`config.mk`:
```
export PLATFORM = sky130hd
export DESIGN_NAME = rdg_regs
export DESIGN_NICKNAME = d
export VERILOG_FILES = /design/src/hdl/rdg_pkg.sv /design/src/hdl/rdg_regs.sv
export SDC_FILE = /design/constraint.sdc
export NUM_CORES = 1
export LEC_CHECK = 0
export BUFFER_PORTS_ARGS = -buffer_cell sky130_fd_sc_hd__buf_2
export CAP_MARGIN = 25
export CELL_PAD_IN_SITES_DETAIL_PLACEMENT = 0
export CELL_PAD_IN_SITES_GLOBAL_PLACEMENT = 1
export CORE_MARGIN = 10
export CORE_UTILIZATION = 31
export DETAILED_ROUTE_END_ITERATION = 7
export PLACE_DENSITY = 0.8
export REMOVE_ABC_BUFFERS = 1
export SKIP_LAST_GASP = 1
export SYNTH_ARGS = -nofsm -noshare
export SYNTH_HDL_FRONTEND = slang
export SYNTH_SLANG_ARGS = --single-unit
```
`constraint.sdc`:
```
create_clock -name clk_i -period 2 [get_ports clk_i]
set_clock_uncertainty 0.2 [all_clocks]
set_input_delay 0.4 -clock clk_i [delete_from_list [all_inputs] [get_ports clk_i]]
set_output_delay 0.4 -clock clk_i [all_outputs]
set_load 0.01 [all_outputs]
```
`src/hdl/rdg_pkg.sv`:
```
// constants for the runtime disable and pin 1.0 register slice
// assumes a single 50 MHz clock and an AHB-Lite master in front
package rdg_pkg;
  // register indices; byte address is four times the index
  localparam logic [7:0] IDX_MIRROR = 8'h21;
  localparam logic [7:0] IDX_DIS = 8'h22;
  localparam logic [7:0] IDX_PIN_CFG = 8'h23;
  localparam logic [7:0] IDX_PIN_DATA = 8'h30;
  localparam logic [9:0] ADDR_MIRROR = {IDX_MIRROR, 2'b00};
  localparam logic [9:0] ADDR_DIS = {IDX_DIS, 2'b00};
  localparam logic [9:0] ADDR_PIN_CFG = {IDX_PIN_CFG, 2'b00};
  localparam logic [9:0] ADDR_PIN_DATA = {IDX_PIN_DATA, 2'b00};
  // writable bit masks
  localparam logic [7:0] MIRROR_MASK = 8'hCF;
  localparam logic [7:0] DIS_MASK = 8'hF9;
  localparam logic [7:0] PIN_CFG_MASK = 8'h87;
  // reset values
  localparam logic [7:0] MIRROR_RST = 8'h00;
  localparam logic [7:0] DIS_RST = 8'h00;
  localparam logic [7:0] PIN_CFG_RST = 8'h01;
  // field positions
  localparam int DIS_WP_BIT = 0;
  localparam int DIS_FN_LSB = 3;
  localparam int PIN_DIR_BIT = 0;
  localparam int PIN_POL_BIT = 1;
  localparam int PIN_ALT_BIT = 2;
  localparam int PIN_OD_BIT = 7;
  // lock field value that hands control to the lock pin
  localparam logic [1:0] LOCK_FIELD = 2'b01;
  // number of functions under the disable override
  localparam int N_FN = 5;
  // ahb transfer type active bit, set for both nonsequential and sequential
  localparam int HTRANS_ACT_BIT = 1;
endpackage : rdg_pkg

```
`src/hdl/rdg_regs.sv`:
```
// runtime disable, fifo control mirror and pin 1.0 configuration
// assumes one clock, ahb-lite slave on a single-slave bus, and pins
// arriving asynchronously; activate and lock field come from logic
//
// Added by the designer: register access over AHB-Lite.
`timescale 1ns/1ps
`default_nettype none
module rdg_regs
  import rdg_pkg::*;
(
  // clock and standby power-on reset
  input wire logic clk_i,
  input wire logic nrst_i,
  // ahb-lite slave
  input wire logic hsel_i,
  input wire logic [31:0] haddr_i,
  input wire logic [1:0] htrans_i,
  input wire logic hwrite_i,
  input wire logic [2:0] hsize_i,
  input wire logic hready_i,
  input wire logic [31:0] hwdata_i,
  output logic [31:0] hrdata_o,
  output logic hreadyout_o,
  output logic hresp_o,
  // second serial port fifo control capture
  input wire logic fcr_load_i,
  input wire logic [7:0] fcr_data_i,
  // lock control
  input wire logic [1:0] lock_cfg_i,
  input wire logic lock_control_pin_i,
  // function enables: floppy, midi, serial two, serial one, parallel
  input wire logic [rdg_pkg::N_FN-1:0] activate_i,
  output logic [rdg_pkg::N_FN-1:0] fn_enable_o,
  // floppy write protect
  input wire logic force_wp_i,
  input wire logic drive_select0_n_i,
  input wire logic drive_select1_n_i,
  input wire logic write_protect_n_i,
  output logic wrprot_core_o,
  // general pin 1.0
  input wire logic general_pin_1_0_i,
  output logic general_pin_1_0_o,
  output logic general_pin_1_0_oe_n_o,
  output logic joystick1_button1_o
);
  import rdg_pkg::*;

  // ----------------------------------------------------------------
  // pin synchronisers
  // ----------------------------------------------------------------
  logic [4:0] sync1_q;
  logic [4:0] sync2_q;
  logic lock_s;
  logic wp_n_s;
  logic ds0_n_s;
  logic ds1_n_s;
  logic pin_s;

  // two stages; only the second is read anywhere
  always_ff @(posedge clk_i or negedge nrst_i)
  begin
    if (!nrst_i)
    begin
      sync1_q <= 5'h1E;
      sync2_q <= 5'h1E;
    end
    else
    begin
      sync1_q <= {general_pin_1_0_i, drive_select1_n_i,
                  drive_select0_n_i, write_protect_n_i,
                  lock_control_pin_i};
      sync2_q <= sync1_q;
    end
  end

  assign lock_s = sync2_q[0];
  assign wp_n_s = sync2_q[1];
  assign ds0_n_s = sync2_q[2];
  assign ds1_n_s = sync2_q[3];
  assign pin_s = sync2_q[4];

  // ----------------------------------------------------------------
  // ahb-lite address and data phase
  // ----------------------------------------------------------------
  logic addr_take;
  logic wr_pend_q;
  logic [9:0] waddr_q;
  logic [31:0] hrdata_q;
  logic hreadyout_q;
  logic hresp_q;
  logic [9:0] raddr;

  // only the low ten address bits decode; upper bits alias
  assign addr_take = hsel_i && htrans_i[HTRANS_ACT_BIT] && hready_i;
  assign raddr = haddr_i[9:0];

  // write address held into the data phase
  always_ff @(posedge clk_i or negedge nrst_i)
  begin
    if (!nrst_i)
    begin
      wr_pend_q <= 1'b0;
      waddr_q <= 10'h000;
    end
    else if (hready_i)
    begin
      wr_pend_q <= addr_take && hwrite_i;
      waddr_q <= raddr;
    end
  end

  // never stalls, never errors
  always_ff @(posedge clk_i or negedge nrst_i)
  begin
    if (!nrst_i)
    begin
      hreadyout_q <= 1'b1;
      hresp_q <= 1'b0;
    end
    else
    begin
      hreadyout_q <= 1'b1;
      hresp_q <= 1'b0;
    end
  end

  assign hreadyout_o = hreadyout_q;
  assign hresp_o = hresp_q;

  // ----------------------------------------------------------------
  // register next values
  // ----------------------------------------------------------------
  logic [7:0] mirror_q;
  logic [7:0] mirror_d;
  logic [7:0] dis_q;
  logic [7:0] dis_d;
  logic [7:0] pcfg_q;
  logic [7:0] pcfg_d;
  logic pdata_q;
  logic pdata_d;
  logic unlocked;

  // lock pin only matters when the lock field selects it
  assign unlocked = (lock_cfg_i != LOCK_FIELD) || !lock_s;

  // mirror follows the serial core only; bus writes never reach it
  always_comb
  begin
    mirror_d = mirror_q;
    if (fcr_load_i)
      mirror_d = fcr_data_i & MIRROR_MASK;
  end

  // disable register, reserved bits forced to zero
  always_comb
  begin
    dis_d = dis_q;
    if (wr_pend_q && waddr_q == ADDR_DIS && unlocked)
      dis_d = hwdata_i[7:0] & DIS_MASK;
  end

  // pin configuration and output data bit
  always_comb
  begin
    pcfg_d = pcfg_q;
    pdata_d = pdata_q;
    if (wr_pend_q && waddr_q == ADDR_PIN_CFG)
      pcfg_d = hwdata_i[7:0] & PIN_CFG_MASK;
    if (wr_pend_q && waddr_q == ADDR_PIN_DATA)
      pdata_d = hwdata_i[0];
  end

  // storage, all on the standby reset
  always_ff @(posedge clk_i or negedge nrst_i)
  begin
    if (!nrst_i)
    begin
      mirror_q <= MIRROR_RST;
      dis_q <= DIS_RST;
      pcfg_q <= PIN_CFG_RST;
      pdata_q <= 1'b0;
    end
    else
    begin
      mirror_q <= mirror_d;
      dis_q <= dis_d;
      pcfg_q <= pcfg_d;
      pdata_q <= pdata_d;
    end
  end

  // ----------------------------------------------------------------
  // read path
  // ----------------------------------------------------------------
  logic [7:0] rd_byte;

  // reads see next values, so a read right behind a write is fresh;
  // pin data reads the synchronised pin after polarity
  always_comb
  begin
    rd_byte = 8'h00;
    unique case (raddr)
      ADDR_MIRROR: rd_byte = mirror_d;
      ADDR_DIS: rd_byte = dis_d;
      ADDR_PIN_CFG: rd_byte = pcfg_d;
      ADDR_PIN_DATA: rd_byte = {7'h00, pin_s ^ pcfg_d[PIN_POL_BIT]};
      default: rd_byte = 8'h00;
    endcase
  end

  // data captured at the address phase edge, held to the next read
  always_ff @(posedge clk_i or negedge nrst_i)
  begin
    if (!nrst_i)
      hrdata_q <= 32'h0000_0000;
    else if (addr_take && !hwrite_i)
      hrdata_q <= {24'h00_0000, rd_byte};
  end

  assign hrdata_o = hrdata_q;

  // ----------------------------------------------------------------
  // function enables and write protect
  // ----------------------------------------------------------------
  logic [N_FN-1:0] fn_en_q;
  logic wrprot_q;

  // set disable bit beats the activate bit, clear leaves it alone
  always_ff @(posedge clk_i or negedge nrst_i)
  begin
    if (!nrst_i)
      fn_en_q <= '0;
    else
      fn_en_q <= activate_i & ~dis_q[DIS_FN_LSB +: N_FN];
  end

  // bit 0 floppy, 1 midi, 2 serial two, 3 serial one, 4 parallel
  assign fn_enable_o = fn_en_q;

  // protect term kept exactly as the core expects it
  always_ff @(posedge clk_i or negedge nrst_i)
  begin
    if (!nrst_i)
      wrprot_q <= 1'b0;
    else
      wrprot_q <= (ds0_n_s & force_wp_i) | (ds1_n_s & force_wp_i)
                | wp_n_s | dis_q[DIS_WP_BIT];
  end

  assign wrprot_core_o = wrprot_q;

  // ----------------------------------------------------------------
  // general pin 1.0 driver
  // ----------------------------------------------------------------
  logic pin_out_q;
  logic pin_oe_n_q;
  logic joy_q;
  logic pin_drive;
  logic pin_val;

  // alternate function treats the pin as a button input
  assign pin_drive = !pcfg_q[PIN_DIR_BIT] && !pcfg_q[PIN_ALT_BIT];
  assign pin_val = pdata_q ^ pcfg_q[PIN_POL_BIT];

  // open drain only pulls low; the high level comes from the board
  always_ff @(posedge clk_i or negedge nrst_i)
  begin
    if (!nrst_i)
    begin
      pin_out_q <= 1'b0;
      pin_oe_n_q <= 1'b1;
    end
    else if (!pin_drive)
    begin
      pin_out_q <= 1'b0;
      pin_oe_n_q <= 1'b1;
    end
    else if (pcfg_q[PIN_OD_BIT])
    begin
      pin_out_q <= 1'b0;
      pin_oe_n_q <= pin_val;
    end
    else
    begin
      pin_out_q <= pin_val;
      pin_oe_n_q <= 1'b0;
    end
  end

  // button idles high when the pin is not routed to the game port
  always_ff @(posedge clk_i or negedge nrst_i)
  begin
    if (!nrst_i)
      joy_q <= 1'b1;
    else if (pcfg_q[PIN_ALT_BIT])
      joy_q <= pin_s ^ pcfg_q[PIN_POL_BIT];
    else
      joy_q <= 1'b1;
  end

  assign general_pin_1_0_o = pin_out_q;
  assign general_pin_1_0_oe_n_o = pin_oe_n_q;
  assign joystick1_button1_o = joy_q;
endmodule : rdg_regs
`default_nettype wire

```
Word-level counts from Yosys, hierarchy flattened:

Cells that the tools add are included.

* mux-type cells: 9
* multiply operators: 0
* add/sub/neg operators: 0
* magnitude comparators: 0
* equal/unequal tests: 8
* bitwise gates (word level): 10
* reduce and logical (&&, ||, !) cells: 14
* shift operators: 0
* div/mod/pow operators: 0

Operators with widths (count)
* $eq A10 B8 Y1 const B: 7
* $pmux W8 S4: 1
* $mux W8: 3
* $logic_and A1 B1 Y1: 9
* $and A5 B5 Y5: 1
* $mux W1: 5
* $not A5 Y5: 1
* $logic_not A1 Y1: 4
* $or A1 B1 Y1: 3
* $xor A1 B1 Y1: 3
* $and A1 B1 Y1: 2
* $ne A2 B1 Y1 const B: 1
* $logic_or A1 B1 Y1: 1

* output and inout bits: 43
* memory bits (read-only): 0
* memories kept: 0
* RAM bits: 0
* register bits: 63
* latch bits: 0
* bits of input ports: 96
* word-level logic and storage cells: 55

Logic depth before layout (Yosys ltp):

* word-level depth: 5
* gate-level depth with buffers: 7

Least setup slack after synthesis:

OpenSTA, ideal clock, no wires.

* path kind: reg-to-reg
* start point: reg waddr_q[1]
* end point: reg hrdata_q[0] (netlist: hrdata_o[0])
* path buffers: 0
* setup time: 0.134 ns
* arrival time: 1.653 ns
* data required time: 1.666 ns
* clock period less this slack: 1.987 ns
* cell stages (with the launch flop): 7
* slack: 0.013 ns
* path through: dfrtp_1 nor4_2 and3b_2 o211ai_4 mux2_4 a221oi_2 o211ai_1

* word-level cells in the longest chain between the ends: 5
* elaborated cells on any way between the ends: 9
* classes of those cells: eq/ne (2); mux (3); bitwise (1); reduce/logical (3)

Ends and longest elaborated chain
* from (decl): RTL line rdg_regs.sv:87 `logic [9:0] waddr_q;`
* from (signal assigned): RTL line rdg_regs.sv:108 `waddr_q <= raddr;`
* $eq A10 B8 Y1: RTL line rdg_regs.sv:158 `if (wr_pend_q && waddr_q == ADDR_DIS && unlocked)`
* $logic_and A1 B1 Y1 (2 in series): RTL line rdg_regs.sv:158
* $mux W8: RTL line rdg_regs.sv:158
* named net dis_d[0]: RTL line rdg_regs.sv:136 `logic [7:0] dis_d;`
* $pmux W8 S4: RTL line rdg_regs.sv:202 `unique case (raddr)`
* to (signal assigned): RTL line rdg_regs.sv:217 `hrdata_q <= {24'h00_0000, rd_byte};`
* to (decl): RTL line rdg_regs.sv:88 `logic [31:0] hrdata_q;`

The timed path passes the listed nets, and every way through them passes these cells.
A chain may end at the register's enable or synchronous reset.

Worst setup path after layout:

Ends and elaborated chain as after synthesis.

==> impl_metrics.py <==
metrics = {
    "cells_and_area": {
        "fin_nets": 383,
        "drive_above_1_share": 0.486,
        "antennaDiodeCount": 0,
        "n_fill_cell": 832,
        "area_growth_pct": 26.2,
        "stdcell_area_um2": 3420,
        "stdcell_count": 400,
        "fin_util": 0.398,
    },
    "logic_synthesis": {
        "synth_common_cells": "dfrtp_1 (52), buf_4 (26), mux2_2 (22)",
        "synth_seq_cells": 63,
        "yosys_warnings": 0,
        "synth_edf_count": 0,
        "ys_types": 39,
        "synth_area_leaders": "dfrtp_1 (48%), dfstp_2 (11%), mux2_2 (9.1%)",
        "netlist_area_um2": 2710,
        "yosysSeqAreaShare": 0.587,
        "async_flop_share": 1.00,
        "yosysMostFrequentCell": "dfrtp_1",
        "avgSynthCellArea_um2": 13.4,
        "syn_inst": 202,
        "synth_top_area_cell": "dfrtp_1",
        "synth_flop_cell": "dfrtp_1",
        "yosysTopAreaCellShare": 0.481,
    },
    "placement": {
        "gp_congestion": 0.755,
        "pre_cts_ws_ns": -0.197,
        "dp_cells": 376,
        "dp_hpwl_um": 4650,
        "port_buffers": 60,
        "place_area_um2": 3130,
    },
    "global_routing": {
        "grt_max_degree": 64,
        "grt_usage": 0.0986,
        "grt_pass1_wl_um": 9950,
        "grt_pass1_vias": 1908,
        "antenna_found_initial": 1,
        "grt-ovfl-total": 0,
    },
    "sta": {
        "period_minus_slack_ns": 2.15,
        "max_freq_mhz": 465,
        "hold_violations": 0,
        "rsz0062_at_grt": "true",
        "finalCritPeriodShare": 1.07,
        "final-setup-viol-count": 7,
        "setup_tns_ns": -0.782,
        "whs_ns": 0.0787,
        "layout_setup_ws_ns": -0.148,
        "maxSlewViolCount": 0,
    },
    "critical_path": {
        "cp-start-kind": "register",
        "worst_setup_path_end_kind": "register",
        "path_max_fanout": 8,
        "crit_type": "register to register",
        "worstPathArrival_ns": 2.18,
        "required_ns": 2.03,
    },
    "power": {
        "power.density_nw_per_um2": 799,
        "swShare": 0.236,
        "p_switching_uw": 645,
        "power.total_mw": 2.73,
        "p_int_mw": 2.09,
        "pwr-share-seq": 0.501,
        "power_frac_clock": 0.419,
        "ir_drop_mv": 0.236,
        "power.leakage_nw": 1.63,
        "p_comb_frac": 0.080,
    },
    "cts": {
        "cts.sinks": 63,
        "path_clk_slew_ns": 0.07,
        "htreeDepth": 3,
        "root_buffer": "clkbuf_8",
        "clk-insertion-delay-late_ns": 0.34,
        "cts_inserted_buffers": 9,
        "cts_tree": "yes",
        "clock_path_buffers": 2,
    },
    "routing": {
        "route.detailed.drc": 0,
        "viasPerCell": 4.30,
        "vias": 1721,
        "finalWirelength_um": 6100,
        "antenna_left": 0,
        "dr.pass1.iters": 4,
        "drtIter0Drc": 73,
        "wire_per_inst_um": 15.2,
    },
    "floorplan": {
        "fp-row-count": 34,
        "ios": 139,
        "start_util": 0.315,
        "die_h_um": 113,
        "core_um2": 8590,
        "fp.dieArea_um2": 12900,
        "die_x_um": 113,
    },
    "status": {
        "status": "complete, but fails checks",
        "failed_checks": "negative setup slack",
    },
    "flow_run": {
        "cap_viol_max_count": 0,
    },
    "hold_path": {
        "hold_class": "primary input to register",
    },
}
==> sequential cells by signal, indices dropped and copies added (netlist names), 5 cells and up <==
register     count
hrdata_o         8
dis_q            8
fn_enable_o      5
pcfg_q           8
waddr_q         10
sync1_q          5
sync2_q          5
mirror_q         8
==> logic make-up (layout without fill, tap and decap cells) <==
| group | Yosys count | count (layout) | share of synthesized area |
|---|---|---|---|
| other cells | 2 | 26 | 0.00277 |
| compound gates | 21 | 21 | 0.0726 |
| xor+xnor | 4 | 4 | 0.0129 |
| simple gates | 53 | 53 | 0.122 |
| flops | 63 | 63 | 0.587 |
| buf+inv | 32 | 98 | 0.0832 |
| mux | 27 | 27 | 0.119 |
==> cell usage in the layout, fill, tap and decap left out, drive strengths merged, types with 3 or more instances in the layout <==
cell type,netlist,final
clkinv,0,3
inv,3,3
o21ai,9,9
conb,2,26
nor3,4,4
clkbuf,1,11
a221oi,7,7
dfrtp,52,52
mux2,27,27
dfstp,11,11
and2,6,6
nor2b,10,10
buf,28,73
dlygate4sd3,0,6
nor2,5,5
nand2,14,14
nand4,3,3
==> cell type report <==
class                      instances  area (um^2)  share of cell area
timing repair buffer              79          483               0.141
tap                              108          135              0.0395
clock buffer                      11          151              0.0443
inverter                           3         11.3             0.00329
sequential                        63         1590               0.465
multi-input combinational        131          991               0.290
clock inverter                     5         56.3              0.0165
==> path summary, 6_finish.rpt <==
kind / from / end / slack, ns / cells past startpoint
worst max-delay path: waddr_q[1]$_DFFE_PN0P_ / hrdata_o[0]$_DFFE_PN0P_ / -0.15 / 6
worst min-delay path: activate_i[0] / fn_enable_o[0]$_DFF_PN0_ / 0.08 / 2
worst max register to register: waddr_q[1]$_DFFE_PN0P_ / hrdata_o[0]$_DFFE_PN0P_ / -0.15 / 6
worst min register to register: sync1_q[0]$_DFF_PN0_ / sync2_q[0]$_DFF_PN0_ / 0.15 / 0
max in group asynchronous: nrst_i / sync1_q[4]$_DFF_PN1_ / 0.88 / 3
min in group asynchronous: nrst_i / wrprot_core_o$_DFF_PN0_ / 0.40 / 3
==> metal layers <==
metal  global-route usage  share of wire  vias to the layer above
met5                    0              0                        -
met4               0.0508          0.021                        0
met3               0.0488          0.090                       12
met2                0.152           0.47                       51
met1                0.111           0.42                      833
li1                     -              -                      825
==> power by group through the flow <==
| stage | Clock [mW] | Combinational [mW] | Sequential [mW] |
|---|---|---|---|
| floorplan | 0 | 0.0950 | 1.39 |
| global placement | 0 | 0.206 | 1.39 |
| detailed placement | 0 | 0.213 | 1.39 |
| CTS | 1.18 | 0.222 | 1.37 |
| global route | 1.24 | 0.246 | 1.37 |
| finish | 1.14 | 0.219 | 1.37 |
==> critical path, stage by stage (launching register included) <==
cell,delay (ns)
dfrtp_1,0.39
nor4_2,0.31
and3b_2,0.26
o211ai_4,0.16
mux2_4,0.36
a221oi_2,0.25
o211ai_1,0.10
==> repair_timing <==
item | 4_1_cts | 5_1_grt
pin swaps | 2 | 0
endpoints found under the hold margin | 57 | 0
endpoints found under the setup margin | 8 | 8
gates resized for setup | 1 | 1
hold buffers | 6 | 0
gates cloned | 0 | 0
setup buffers | 2 | 0
(Power assumes the default switching activity.)
